--- src/hdl/i2c_status_defs.svh ---
// Offsets, field positions, reset values and counts of the status block.
// Assumes inclusion by bare name from the package and design modules.
`ifndef I2C_STATUS_DEFS_SVH
`define I2C_STATUS_DEFS_SVH

// ----------------------------------------
// Register byte offsets
// ----------------------------------------
`define OFS_STATUS      4'h0
`define OFS_TXDATA      4'h4
`define OFS_RXDATA      4'h8

// ----------------------------------------
// Status field positions
// ----------------------------------------
`define BIT_NACK        15
`define BIT_TX_PROG     14
`define BIT_ACK_WIN     13
`define BIT_BUS_COLL    10
`define BIT_GEN_CALL    9
`define BIT_TEN_BIT     8
`define BIT_WR_COLL     7
`define BIT_RX_OVF      6
`define BIT_DATA_ADDR   5
`define BIT_STOP_SEEN   4
`define BIT_START_SEEN  3
`define BIT_READ_XFER   2
`define BIT_RX_FULL     1
`define BIT_TX_FULL     0

// ----------------------------------------
// Reset values, answers and counts
// ----------------------------------------
`define STATUS_RESET    16'h0000
`define BYTE_RESET      8'h00
`define RESP_OKAY       2'h0
`define RESP_SLVERR     2'h2
`define ACK_EDGE_CNT    4'h8
`define CNT_ZERO        4'h0

`endif

--- src/hdl/i2c_status_pkg.sv ---
// Types shared by the status block and its register port.
// Assumes the defs header is on the include path.
`include "i2c_status_defs.svh"

package i2c_status_pkg;

   // ----------------------------------------
   // Register selection
   // ----------------------------------------
   typedef enum logic [1:0] {
      SEL_STATUS = 2'h0,
      SEL_TXDATA = 2'h1,
      SEL_RXDATA = 2'h2,
      SEL_NONE   = 2'h3
   } reg_sel_e;

   typedef logic [1:0] axi_resp_t;

endpackage

--- src/hdl/scl_edge_sync.sv ---
// Two-stage synchroniser and edge detector for the SCL pin.
// Assumes the pin is asynchronous to aclk.
module scl_edge_sync (
   input  wire logic aclk,      // Peripheral clock
   input  wire logic aresetn,   // Synchronous reset, active low
   input  wire logic scl_pin,   // Raw SCL level
   output logic      scl_rise,  // One-cycle pulse on rising edge
   output logic      scl_fall   // One-cycle pulse on falling edge
);

   logic meta_r;
   logic sync_r;
   logic last_r;

   // ----------------------------------------
   // Synchroniser chain
   // ----------------------------------------
   // Idle bus sits high, so reset to one avoids a false edge
   always_ff @(posedge aclk) begin
      if (!aresetn) begin
         meta_r <= 1'b1;
         sync_r <= 1'b1;
         last_r <= 1'b1;
      end else begin
         meta_r <= scl_pin;
         sync_r <= meta_r;
         last_r <= sync_r;
      end
   end

   // Edges seen only after the second stage
   assign scl_rise = sync_r & ~last_r;
   assign scl_fall = ~sync_r & last_r;

endmodule // scl_edge_sync

--- src/hdl/axil_regport.sv ---
// AXI4-Lite slave front end for the status block registers.
// Assumes the owner decodes addresses combinationally in the same cycle.
module axil_regport #(
   parameter int ADDR_W = 4
) (
   input  wire logic                      aclk,     // Peripheral clock
   input  wire logic                      aresetn,  // Synchronous reset, active low
   input  wire logic [ADDR_W-1:0]         awaddr,   // Write address
   input  wire logic                      awvalid,  // Write address valid
   output logic                           awready,  // Write address ready
   input  wire logic [31:0]               wdata,    // Write data
   input  wire logic [3:0]                wstrb,    // Write byte strobes
   input  wire logic                      wvalid,   // Write data valid
   output logic                           wready,   // Write data ready
   output i2c_status_pkg::axi_resp_t      bresp,    // Write response
   output logic                           bvalid,   // Write response valid
   input  wire logic                      bready,   // Write response ready
   input  wire logic [ADDR_W-1:0]         araddr,   // Read address
   input  wire logic                      arvalid,  // Read address valid
   output logic                           arready,  // Read address ready
   output logic [31:0]                    rdata,    // Read data
   output i2c_status_pkg::axi_resp_t      rresp,    // Read response
   output logic                           rvalid,   // Read data valid
   input  wire logic                      rready,   // Read data ready
   output logic                           wr_en,    // Commit write pulse
   output logic [ADDR_W-1:0]              wr_addr,  // Committed address
   output logic [31:0]                    wr_data,  // Committed data
   output logic [3:0]                     wr_strb,  // Committed strobes
   input  wire logic                      wr_err,   // Write address unmapped
   output logic                           rd_en,    // Read accept pulse
   input  wire logic [31:0]               rd_data,  // Read word
   input  wire logic                      rd_err    // Read address unmapped
);

   logic aw_held_r, aw_held_nxt, w_held_r, w_held_nxt;
   logic awready_r, wready_r, arready_r, bvalid_r, bvalid_nxt, rvalid_r, rvalid_nxt;
   logic [ADDR_W-1:0] awaddr_r, awaddr_nxt;
   logic [31:0] wdata_r, wdata_nxt, rdata_r, rdata_nxt;
   logic [3:0]  wstrb_r, wstrb_nxt;
   i2c_status_pkg::axi_resp_t bresp_r, bresp_nxt, rresp_r, rresp_nxt;

   // Address and data may arrive in either order; commit waits for both
   assign wr_en   = aw_held_r & w_held_r & ~bvalid_r;
   assign wr_addr = awaddr_r;
   assign wr_data = wdata_r;
   assign wr_strb = wstrb_r;
   assign rd_en   = arvalid & arready_r;

   // ----------------------------------------
   // Channel next state
   // ----------------------------------------
   always_comb begin
      aw_held_nxt = aw_held_r;
      awaddr_nxt  = awaddr_r;
      w_held_nxt  = w_held_r;
      wdata_nxt   = wdata_r;
      wstrb_nxt   = wstrb_r;
      bvalid_nxt  = bvalid_r;
      bresp_nxt   = bresp_r;
      rvalid_nxt  = rvalid_r;
      rdata_nxt   = rdata_r;
      rresp_nxt   = rresp_r;
      if (awvalid && awready_r) begin
         aw_held_nxt = 1'b1;
         awaddr_nxt  = awaddr;
      end
      if (wvalid && wready_r) begin
         w_held_nxt = 1'b1;
         wdata_nxt  = wdata;
         wstrb_nxt  = wstrb;
      end
      if (bvalid_r && bready) begin
         bvalid_nxt = 1'b0;
      end
      if (wr_en) begin
         aw_held_nxt = 1'b0;
         w_held_nxt  = 1'b0;
         bvalid_nxt  = 1'b1;
         bresp_nxt   = wr_err ? `RESP_SLVERR : `RESP_OKAY;
      end
      if (rvalid_r && rready) begin
         rvalid_nxt = 1'b0;
      end
      if (rd_en) begin
         rvalid_nxt = 1'b1;
         rdata_nxt  = rd_data;
         rresp_nxt  = rd_err ? `RESP_SLVERR : `RESP_OKAY;
      end
   end

   // Ready flags registered so every bus output leaves a flop
   always_ff @(posedge aclk) begin
      if (!aresetn) begin
         aw_held_r <= 1'b0;
         awaddr_r  <= '0;
         w_held_r  <= 1'b0;
         wdata_r   <= '0;
         wstrb_r   <= '0;
         bvalid_r  <= 1'b0;
         bresp_r   <= `RESP_OKAY;
         rvalid_r  <= 1'b0;
         rdata_r   <= '0;
         rresp_r   <= `RESP_OKAY;
         awready_r <= 1'b0;
         wready_r  <= 1'b0;
         arready_r <= 1'b0;
      end else begin
         aw_held_r <= aw_held_nxt;
         awaddr_r  <= awaddr_nxt;
         w_held_r  <= w_held_nxt;
         wdata_r   <= wdata_nxt;
         wstrb_r   <= wstrb_nxt;
         bvalid_r  <= bvalid_nxt;
         bresp_r   <= bresp_nxt;
         rvalid_r  <= rvalid_nxt;
         rdata_r   <= rdata_nxt;
         rresp_r   <= rresp_nxt;
         awready_r <= ~aw_held_nxt;
         wready_r  <= ~w_held_nxt;
         arready_r <= ~rvalid_nxt;
      end
   end

   assign awready = awready_r;
   assign wready  = wready_r;
   assign arready = arready_r;
   assign bvalid  = bvalid_r;
   assign bresp   = bresp_r;
   assign rvalid  = rvalid_r;
   assign rdata   = rdata_r;
   assign rresp   = rresp_r;

endmodule // axil_regport

--- src/hdl/i2c_status_flags.sv ---
// Status flags of an I2C controller behind an AXI4-Lite register port.
// Assumes the shift engine supplies one-cycle event pulses on aclk.
//
// Overview of operation
// - Master transmit: NACK sets, ACK clears the nack flag at acknowledge end.
// - Transmit-in-progress set at transmit start, cleared at acknowledge end.
// - Slave only: ack window rises on 8th SCL fall, drops on 9th rise.
// - Bus collision during master operation sets a sticky flag.
// - General call address match sets flag; Stop clears it.
// - Second byte 10-bit address match sets flag; Stop clears it.
// - Transmit write while busy is dropped and sets write-collision flag.
// - Byte arriving onto unread receive data sets the overflow flag.
//
// The placing of the registers and the AXI4-Lite slave port are this design's own decisions.
`include "i2c_status_defs.svh"

module i2c_status_flags #(
   parameter int ADDR_W = 4
) (
   input  wire logic                 aclk,         // Peripheral clock
   input  wire logic                 aresetn,      // Synchronous reset, active low
   input  wire logic [ADDR_W-1:0]    awaddr,       // AXI write address
   input  wire logic                 awvalid,      // AXI
   output logic                      awready,      // AXI
   input  wire logic [31:0]          wdata,        // AXI write data
   input  wire logic [3:0]           wstrb,        // AXI byte strobes
   input  wire logic                 wvalid,       // AXI
   output logic                      wready,       // AXI
   output i2c_status_pkg::axi_resp_t bresp,        // AXI
   output logic                      bvalid,       // AXI
   input  wire logic                 bready,       // AXI
   input  wire logic [ADDR_W-1:0]    araddr,       // AXI read address
   input  wire logic                 arvalid,      // AXI
   output logic                      arready,      // AXI
   output logic [31:0]               rdata,        // AXI read data
   output i2c_status_pkg::axi_resp_t rresp,        // AXI
   output logic                      rvalid,       // AXI
   input  wire logic                 rready,       // AXI
   input  wire logic                 scl_pin,      // SCL line level
   input  wire logic                 master_mode,  // Engine acts as master
   input  wire logic                 slave_mode,   // Engine acts as slave
   input  wire logic                 tx_start,     // Master byte transmit begins
   input  wire logic                 ack_done,     // Master acknowledge bit ended
   input  wire logic                 ack_bit,      // Sampled ack, high is NACK
   input  wire logic                 coll_det,     // Bus collision seen
   input  wire logic                 start_det,    // Start condition seen
   input  wire logic                 stop_det,     // Stop condition seen
   input  wire logic                 gc_match,     // General call address seen
   input  wire logic                 addr10_match, // 10-bit second byte matched
   input  wire logic                 engine_busy,  // Engine cannot take data
   input  wire logic                 tx_taken,     // Engine took transmit byte
   input  wire logic                 rx_done,      // Shift register byte ready
   input  wire logic [7:0]           rx_byte,      // Shift register content
   input  wire logic                 last_was_data,// Last byte was data
   input  wire logic                 read_xfer,    // Current transfer is a read
   output logic [7:0]                tx_data,      // Byte for the engine
   output logic                      tx_load       // Pulse: new byte to send
);

   // Refused at elaboration: narrower address cannot reach 0x8
   if (ADDR_W < 4) begin : g_addr_check
      $error("ADDR_W must cover the register offsets");
   end

   // ----------------------------------------
   // Register port
   // ----------------------------------------
   logic              wr_en, rd_en;
   logic [ADDR_W-1:0] wr_addr;
   logic [31:0]       wr_data, rd_word;
   logic [3:0]        wr_strb;
   i2c_status_pkg::reg_sel_e wr_sel, rd_sel;

   // Shared offset decode for both directions
   function automatic i2c_status_pkg::reg_sel_e decode(input logic [ADDR_W-1:0] a);
      if (a == ADDR_W'(`OFS_STATUS)) begin
         return i2c_status_pkg::SEL_STATUS;
      end else if (a == ADDR_W'(`OFS_TXDATA)) begin
         return i2c_status_pkg::SEL_TXDATA;
      end else if (a == ADDR_W'(`OFS_RXDATA)) begin
         return i2c_status_pkg::SEL_RXDATA;
      end
      return i2c_status_pkg::SEL_NONE;
   endfunction

   assign wr_sel = decode(wr_addr);
   assign rd_sel = decode(araddr);

   axil_regport #(.ADDR_W(ADDR_W)) u_port (
      .aclk    (aclk),
      .aresetn (aresetn),
      .awaddr  (awaddr),
      .awvalid (awvalid),
      .awready (awready),
      .wdata   (wdata),
      .wstrb   (wstrb),
      .wvalid  (wvalid),
      .wready  (wready),
      .bresp   (bresp),
      .bvalid  (bvalid),
      .bready  (bready),
      .araddr  (araddr),
      .arvalid (arvalid),
      .arready (arready),
      .rdata   (rdata),
      .rresp   (rresp),
      .rvalid  (rvalid),
      .rready  (rready),
      .wr_en   (wr_en),
      .wr_addr (wr_addr),
      .wr_data (wr_data),
      .wr_strb (wr_strb),
      .wr_err  (wr_sel == i2c_status_pkg::SEL_NONE),
      .rd_en   (rd_en),
      .rd_data (rd_word),
      .rd_err  (rd_sel == i2c_status_pkg::SEL_NONE)
   );

   logic scl_rise, scl_fall;

   scl_edge_sync u_scl (
      .aclk     (aclk),
      .aresetn  (aresetn),
      .scl_pin  (scl_pin),
      .scl_rise (scl_rise),
      .scl_fall (scl_fall)
   );

   // ----------------------------------------
   // Flag state
   // ----------------------------------------
   logic nack_r, nack_nxt, trs_r, trs_nxt, ackw_r, ackw_nxt;
   logic bcl_r, bcl_nxt, gc_r, gc_nxt, ten_r, ten_nxt;
   logic tx_write_collision_flag_r, tx_write_collision_flag_nxt, ov_r, ov_nxt, stop_r, stop_nxt, strt_r, strt_nxt;
   logic rbf_r, rbf_nxt, tbf_r, tbf_nxt, load_r, load_nxt;
   logic [3:0] bit_cnt_r, bit_cnt_nxt;
   logic [7:0] txd_r, txd_nxt, rxd_r, rxd_nxt;
   logic       sts_wr, tx_wr, rx_rd;
   logic [15:0] sts_word;

   // Write zero clears only when the owning byte lane is strobed
   assign sts_wr = wr_en && (wr_sel == i2c_status_pkg::SEL_STATUS);
   assign tx_wr  = wr_en && (wr_sel == i2c_status_pkg::SEL_TXDATA) && wr_strb[0];
   assign rx_rd  = rd_en && (rd_sel == i2c_status_pkg::SEL_RXDATA);

   function automatic logic sw_clr(input logic [31:0] d, input logic [3:0] s, input int b);
      return s[b / 8] && !d[b];
   endfunction

   // Software clears applied first so hardware sets win the same cycle
   always_comb begin
      nack_nxt    = nack_r;
      trs_nxt     = trs_r;
      ackw_nxt    = ackw_r;
      bcl_nxt     = bcl_r;
      gc_nxt      = gc_r;
      ten_nxt     = ten_r;
      tx_write_collision_flag_nxt   = tx_write_collision_flag_r;
      ov_nxt      = ov_r;
      stop_nxt    = stop_r;
      strt_nxt    = strt_r;
      rbf_nxt     = rbf_r;
      tbf_nxt     = tbf_r;
      txd_nxt     = txd_r;
      rxd_nxt     = rxd_r;
      load_nxt    = 1'b0;
      bit_cnt_nxt = bit_cnt_r;
      if (sts_wr) begin
         if (sw_clr(wr_data, wr_strb, `BIT_ACK_WIN))    ackw_nxt  = 1'b0;
         if (sw_clr(wr_data, wr_strb, `BIT_BUS_COLL))   bcl_nxt   = 1'b0;
         if (sw_clr(wr_data, wr_strb, `BIT_WR_COLL))    tx_write_collision_flag_nxt = 1'b0;
         if (sw_clr(wr_data, wr_strb, `BIT_RX_OVF))     ov_nxt    = 1'b0;
         if (sw_clr(wr_data, wr_strb, `BIT_STOP_SEEN))  stop_nxt  = 1'b0;
         if (sw_clr(wr_data, wr_strb, `BIT_START_SEEN)) strt_nxt  = 1'b0;
      end
      // Master transmit progress and acknowledge result
      if (master_mode && tx_start) begin
         trs_nxt = 1'b1;
      end
      if (master_mode && ack_done) begin
         nack_nxt = ack_bit;
         trs_nxt  = 1'b0;
      end
      // Slave ack window tracked by SCL edges since Start
      if (!slave_mode || start_det) begin
         bit_cnt_nxt = `CNT_ZERO;
         ackw_nxt    = 1'b0;
      end else if (scl_fall && bit_cnt_r == `ACK_EDGE_CNT) begin
         ackw_nxt = 1'b1;
      end else if (scl_rise) begin
         if (bit_cnt_r == `ACK_EDGE_CNT) begin
            bit_cnt_nxt = `CNT_ZERO;
            ackw_nxt    = 1'b0;
         end else begin
            bit_cnt_nxt = bit_cnt_r + 4'h1;
         end
      end
      if (master_mode && coll_det) begin
         bcl_nxt = 1'b1;
      end
      // Stop ends the address status; a match on the same cycle wins
      if (stop_det) begin
         gc_nxt   = 1'b0;
         ten_nxt  = 1'b0;
         stop_nxt = 1'b1;
         strt_nxt = 1'b0;
      end
      if (start_det) begin
         strt_nxt = 1'b1;
         stop_nxt = 1'b0;
      end
      if (gc_match) begin
         gc_nxt = 1'b1;
      end
      if (addr10_match) begin
         ten_nxt = 1'b1;
      end
      // Transmit path: a full buffer counts as busy too
      if (tx_taken) begin
         tbf_nxt = 1'b0;
      end
      if (tx_wr) begin
         if (engine_busy || tbf_r) begin
            tx_write_collision_flag_nxt = 1'b1;
         end else begin
            txd_nxt  = wr_data[7:0];
            tbf_nxt  = 1'b1;
            load_nxt = 1'b1;
         end
      end
      // Receive path: unread byte is kept, new byte dropped
      if (rx_rd) begin
         rbf_nxt = 1'b0;
      end
      if (rx_done) begin
         if (rbf_r && !rx_rd) begin
            ov_nxt = 1'b1;
         end else begin
            rxd_nxt = rx_byte;
            rbf_nxt = 1'b1;
         end
      end
   end

   always_ff @(posedge aclk) begin
      if (!aresetn) begin
         nack_r    <= 1'b0;
         trs_r     <= 1'b0;
         ackw_r    <= 1'b0;
         bcl_r     <= 1'b0;
         gc_r      <= 1'b0;
         ten_r     <= 1'b0;
         tx_write_collision_flag_r   <= 1'b0;
         ov_r      <= 1'b0;
         stop_r    <= 1'b0;
         strt_r    <= 1'b0;
         rbf_r     <= 1'b0;
         tbf_r     <= 1'b0;
         load_r    <= 1'b0;
         bit_cnt_r <= `CNT_ZERO;
         txd_r     <= `BYTE_RESET;
         rxd_r     <= `BYTE_RESET;
      end else begin
         nack_r    <= nack_nxt;
         trs_r     <= trs_nxt;
         ackw_r    <= ackw_nxt;
         bcl_r     <= bcl_nxt;
         gc_r      <= gc_nxt;
         ten_r     <= ten_nxt;
         tx_write_collision_flag_r   <= tx_write_collision_flag_nxt;
         ov_r      <= ov_nxt;
         stop_r    <= stop_nxt;
         strt_r    <= strt_nxt;
         rbf_r     <= rbf_nxt;
         tbf_r     <= tbf_nxt;
         load_r    <= load_nxt;
         bit_cnt_r <= bit_cnt_nxt;
         txd_r     <= txd_nxt;
         rxd_r     <= rxd_nxt;
      end
   end

   // ----------------------------------------
   // Read data
   // ----------------------------------------
   // Upper half and bits 12:11 read as zero
   always_comb begin
      sts_word                  = `STATUS_RESET;
      sts_word[`BIT_NACK]       = nack_r;
      sts_word[`BIT_TX_PROG]    = trs_r;
      sts_word[`BIT_ACK_WIN]    = ackw_r;
      sts_word[`BIT_BUS_COLL]   = bcl_r;
      sts_word[`BIT_GEN_CALL]   = gc_r;
      sts_word[`BIT_TEN_BIT]    = ten_r;
      sts_word[`BIT_WR_COLL]    = tx_write_collision_flag_r;
      sts_word[`BIT_RX_OVF]     = ov_r;
      sts_word[`BIT_DATA_ADDR]  = last_was_data;
      sts_word[`BIT_STOP_SEEN]  = stop_r;
      sts_word[`BIT_START_SEEN] = strt_r;
      sts_word[`BIT_READ_XFER]  = read_xfer;
      sts_word[`BIT_RX_FULL]    = rbf_r;
      sts_word[`BIT_TX_FULL]    = tbf_r;
      unique case (rd_sel)
         i2c_status_pkg::SEL_STATUS: rd_word = {16'h0000, sts_word};
         i2c_status_pkg::SEL_TXDATA: rd_word = {24'h000000, txd_r};
         i2c_status_pkg::SEL_RXDATA: rd_word = {24'h000000, rxd_r};
         i2c_status_pkg::SEL_NONE:   rd_word = 32'h00000000;
      endcase
   end

   assign tx_data = txd_r;
   assign tx_load = load_r;
endmodule // i2c_status_flags

--- config.mk ---
export PLATFORM = sky130hd
export DESIGN_NAME = i2c_status_flags
export DESIGN_NICKNAME = d
export VERILOG_FILES = /design/src/hdl/i2c_status_pkg.sv /design/src/hdl/scl_edge_sync.sv /design/src/hdl/axil_regport.sv /design/src/hdl/i2c_status_flags.sv
export VERILOG_INCLUDE_DIRS = /design/src /design/src/hdl
export SDC_FILE = /design/constraint.sdc
export NUM_CORES = 1
export LEC_CHECK = 0
export BUFFER_PORTS_ARGS = -buffer_cell sky130_fd_sc_hd__buf_2
export CAP_MARGIN = 20
export CORE_MARGIN = 10
export CORE_UTILIZATION = 40
export DETAILED_ROUTE_END_ITERATION = 12
export PLACE_DENSITY = 0.68
export SLEW_MARGIN = 20
export SYNTH_ARGS = -nofsm -noshare
export SYNTH_HDL_FRONTEND = slang
export SYNTH_SLANG_ARGS = --single-unit
export TNS_END_PERCENT = 20
--- constraint.sdc ---
create_clock -name aclk -period 1.8 [get_ports aclk]
set_input_delay 0.36 -clock aclk [delete_from_list [all_inputs] [get_ports aclk]]
set_output_delay 0.36 -clock aclk [all_outputs]
set_load 0.02 [all_outputs]
==> results.json <==
{
  "vias": 2575,
  "cts_sinks": 75,
  "routed_wl_mm": 7.76,
  "avgViaCountPerCell": 4.82,
  "critPathArrivalTime_ps": 1900,
  "fillers": 761,
  "relSlewSlack": 0.624,
  "cts-htree-levels": 3,
  "switching_share": 0.257,
  "netlist_instances": 345,
  "synth_mux_area_frac": 0.0805,
  "cpPeakStageDelay_ps": 590,
  "hpwl_mm": 5.90,
  "drive_gt1_frac": 0.259,
  "yosys.area.top_type_share": 0.483,
  "synth_fa_ha_area_frac": 0.00805,
  "clk_latency_ps": 340,
  "p_leak_nw": 1.61,
  "synthArstFlopShare": 0,
  "wl_met2_mm": 3.64,
  "path_delay_family": "simple AND/OR/NAND/NOR gates",
  "grt_pass1_vias": 2535,
  "timing.hold.ws_ps": 208,
  "finish.utilization": 0.493,
  "power_frac_clock": 0.358,
  "r2r_start": "u_port.wr_addr[0]$_SDFFE_PN0P_",
  "cts_hold_buffers": 0,
  "status": "finished clean",
  "instances_no_fill": 534,
  "switchingPower_mw": 0.836,
  "rsz0062_at_grt": "false",
  "hold_depth": 2,
  "yosysUniqueCellTypes": 45,
  "io_pins": 125,
  "synth.avg_cell_area_um2": 9.01,
  "routed-wl-met3_um": 547,
  "setup_viol": 0,
  "fin_nets": 504,
  "gp_congestion": 0.765,
  "crit_path_start": "u_port.wr_addr[0]$_SDFFE_PN0P_",
  "worstPathRequired_ps": 2040,
  "start_util": 0.406,
  "cts_buffer_depth": 2,
  "synthFlopType": "dfxtp_1",
  "areaGrowthSynthToFinish_pct": 21.4,
  "crit_path_cell_trace": "or4b_4 -> or4_1 -> a32o_1",
  "ff2ff_setup_slack_ps": 140,
  "ff2ff_path_depth": 3,
  "synth_top_family_by_area": "simple AND/OR/NAND/NOR gates",
  "placed_cells": 517,
  "max_freq_ghz": 0.601,
  "cp_slowest_cell": "or4b_4",
  "worstHoldStart": "scl_pin",
  "io_buffers": 80,
  "period_share": 0.925,
  "wl_per_cell_um": 14.5,
  "first_pass_iters": 4,
  "track_usage": 0.131,
  "fin_ws_ps": 136,
  "max-vdd-ir-drop_uv": 404,
  "max_cap_viol_count": 0,
  "grt_max_degree": 36,
  "clock-root-buffer": "clkbuf_8",
  "highest_layer": "met4",
  "tritoncts": "done",
  "final_cell_area_um2": 3770,
  "syn-cell-area_um2": 3110,
  "ant_nets": 0,
  "worstHoldEndpoint": "u_scl.meta_r$_SDFF_PN1_",
  "finalClockSkew_ps": 7.25,
  "die_x_um": 108,
  "ys_ff_latch": 75,
  "post-place-ws_ps": 106,
  "drv_slew": 0,
  "pwr-share-comb": 0.103,
  "core_area_um2": 7650,
  "cts_inserted_buffers": 9,
  "worst-path-buf-inv": 0,
  "clkSlewWorstSetupHoldPaths_ps": 80,
  "synth_edf_count": 0,
  "met1Wirelength_mm": 3.49,
  "dpl_cell_area_um2": 3570,
  "n_antenna_cell": 0,
  "grt_overflow_total": 0,
  "synth-simple-area-share": 0.190,
  "synth_largest_area_cell": "dfxtp_1",
  "setup_tns_ps": 0,
  "drc": 0,
  "synth_xor_area_frac": 0.00564,
  "max_slew.worst_pin.slew_ps": 565,
  "antenna_found_initial": 0,
  "synth_area_leaders": "dfxtp_1, nand2_1, mux2i_1, buf_4, a21oi_1",
  "power.internal_mw": 2.42,
  "grt_pass1_wl_mm": 12.3,
  "cp-start-kind": "flop",
  "drt_iter0_drc": 95,
  "path_max_fanout": 5,
  "yosysWarningCount": 0,
  "placementRows": 32,
  "die_area_um2": 11700,
  "dieHeight_um": 108,
  "hp-class": "in2reg",
  "fin_crit_ps": 1660,
  "power_mw": 3.26,
  "synth_compound_area_frac": 0.150,
  "worstSetupEndpointType": "flop",
  "ys_seq_area_frac": 0.483,
  "power_per_cell_area_nw_per_um2": 863,
  "power_frac_seq": 0.539,
  "setup.worst_path.class": "reg2reg",
  "r2r_end": "ov_r$_SDFF_PN0_",
  "hold_viol": 0
}
[kinds of logic after synthesis]
| kind of cell | count (synthesis) |
|---|---|
| other cells | 1 |
| buf+inv | 45 |
| compound gates | 69 |
| simple gates | 126 |
| xor+xnor | 2 |
| flops | 75 |
| fa+ha+maj | 2 |
| mux | 25 |
[flip-flops by register name, indices dropped and copies added, names as in the netlist, 2 cells and up]
register,count
bit_cnt_r,4
u_port.wr_addr,4
u_port.rdata,14
rxd_r,8
tx_data,8
u_port.wr_strb,2
u_port.wr_data,10
[final cells by class]
class	instances	area [um2]	area share
clock buffers	12	155	0.0411
clock inverters	4	25.0	0.00663
inverters	6	22.5	0.00597
multi-input cells	244	1440	0.382
flip-flops and latches	75	1500	0.398
well taps	102	128	0.0338
repair buffers	91	499	0.132
[what timing repair did]
item                       in CTS  in global routing
resized for setup               0                  3
setup endpoints to repair       0                  2
setup buffers                   0                  0
[layout by cell type (no fill, tap or decap), drive strengths merged, types with 2 or more instances in the layout]
cell / n
inv: 5
o21ai: 7
or3: 3
nand2: 70
o41ai: 2
o21a: 2
dfxtp: 75
mux2i: 25
a32oi: 6
clkinvlp: 2
nand2b: 7
nor4: 3
nor2: 13
nand3: 7
and3: 2
conb: 20
nor2b: 5
a211oi: 2
o2bb2ai: 8
a22o: 8
clkinv: 3
buf: 90
clkbuf: 12
and3b: 2
ha: 2
nand3b: 2
o31ai: 2
nor3: 2
and2: 4
a21oi: 27
[worst max path at each step]
stage | cells after the start | to | slack (ps)
2_1_floorplan | 4 | ov_r$_SDFF_PN0_ | 160
3_3_place_gp | 3 | ov_r$_SDFF_PN0_ | 130
3_5_place_dp | 3 | ov_r$_SDFF_PN0_ | 110
4_1_cts | 3 | ov_r$_SDFF_PN0_ | 90
5_1_grt | 4 | rxd_r[2]$_SDFFE_PN0P_ | 70
6_report | 3 | ov_r$_SDFF_PN0_ | 140
[Yosys cell counts, types with 4 or more instances]
cell / number
a21oi_1: 27
a22o_1: 8
a32oi_1: 6
and2_1: 4
buf_4: 21
clkbuf_1: 14
dfxtp_1: 75
inv_1: 5
mux2i_1: 25
nand2_1: 70
nand2b_1: 7
nand3_1: 7
nor2_1: 13
nor2b_1: 5
o21ai_0: 7
o2bb2ai_1: 8
[layer usage]
metal / up-vias / GRT usage
met2: 62 / 0.206
met3: 5 / 0.0518
li1: 1325 / -
met1: 1183 / 0.160
met4: 0 / 0.0458
met5: - / 0
[power groups by stage]
stage / registers (mW) / clock network [mW] / logic [mW]
global route: 1.76 / 1.28 / 0.375
detailed placement: 1.79 / 0 / 0.334
finish: 1.76 / 1.16 / 0.336
CTS: 1.76 / 1.20 / 0.335
global placement: 1.79 / 0 / 0.328
floorplan: 1.80 / 0 / 0.232
Note: power is estimated with default switching activity, not from simulation.
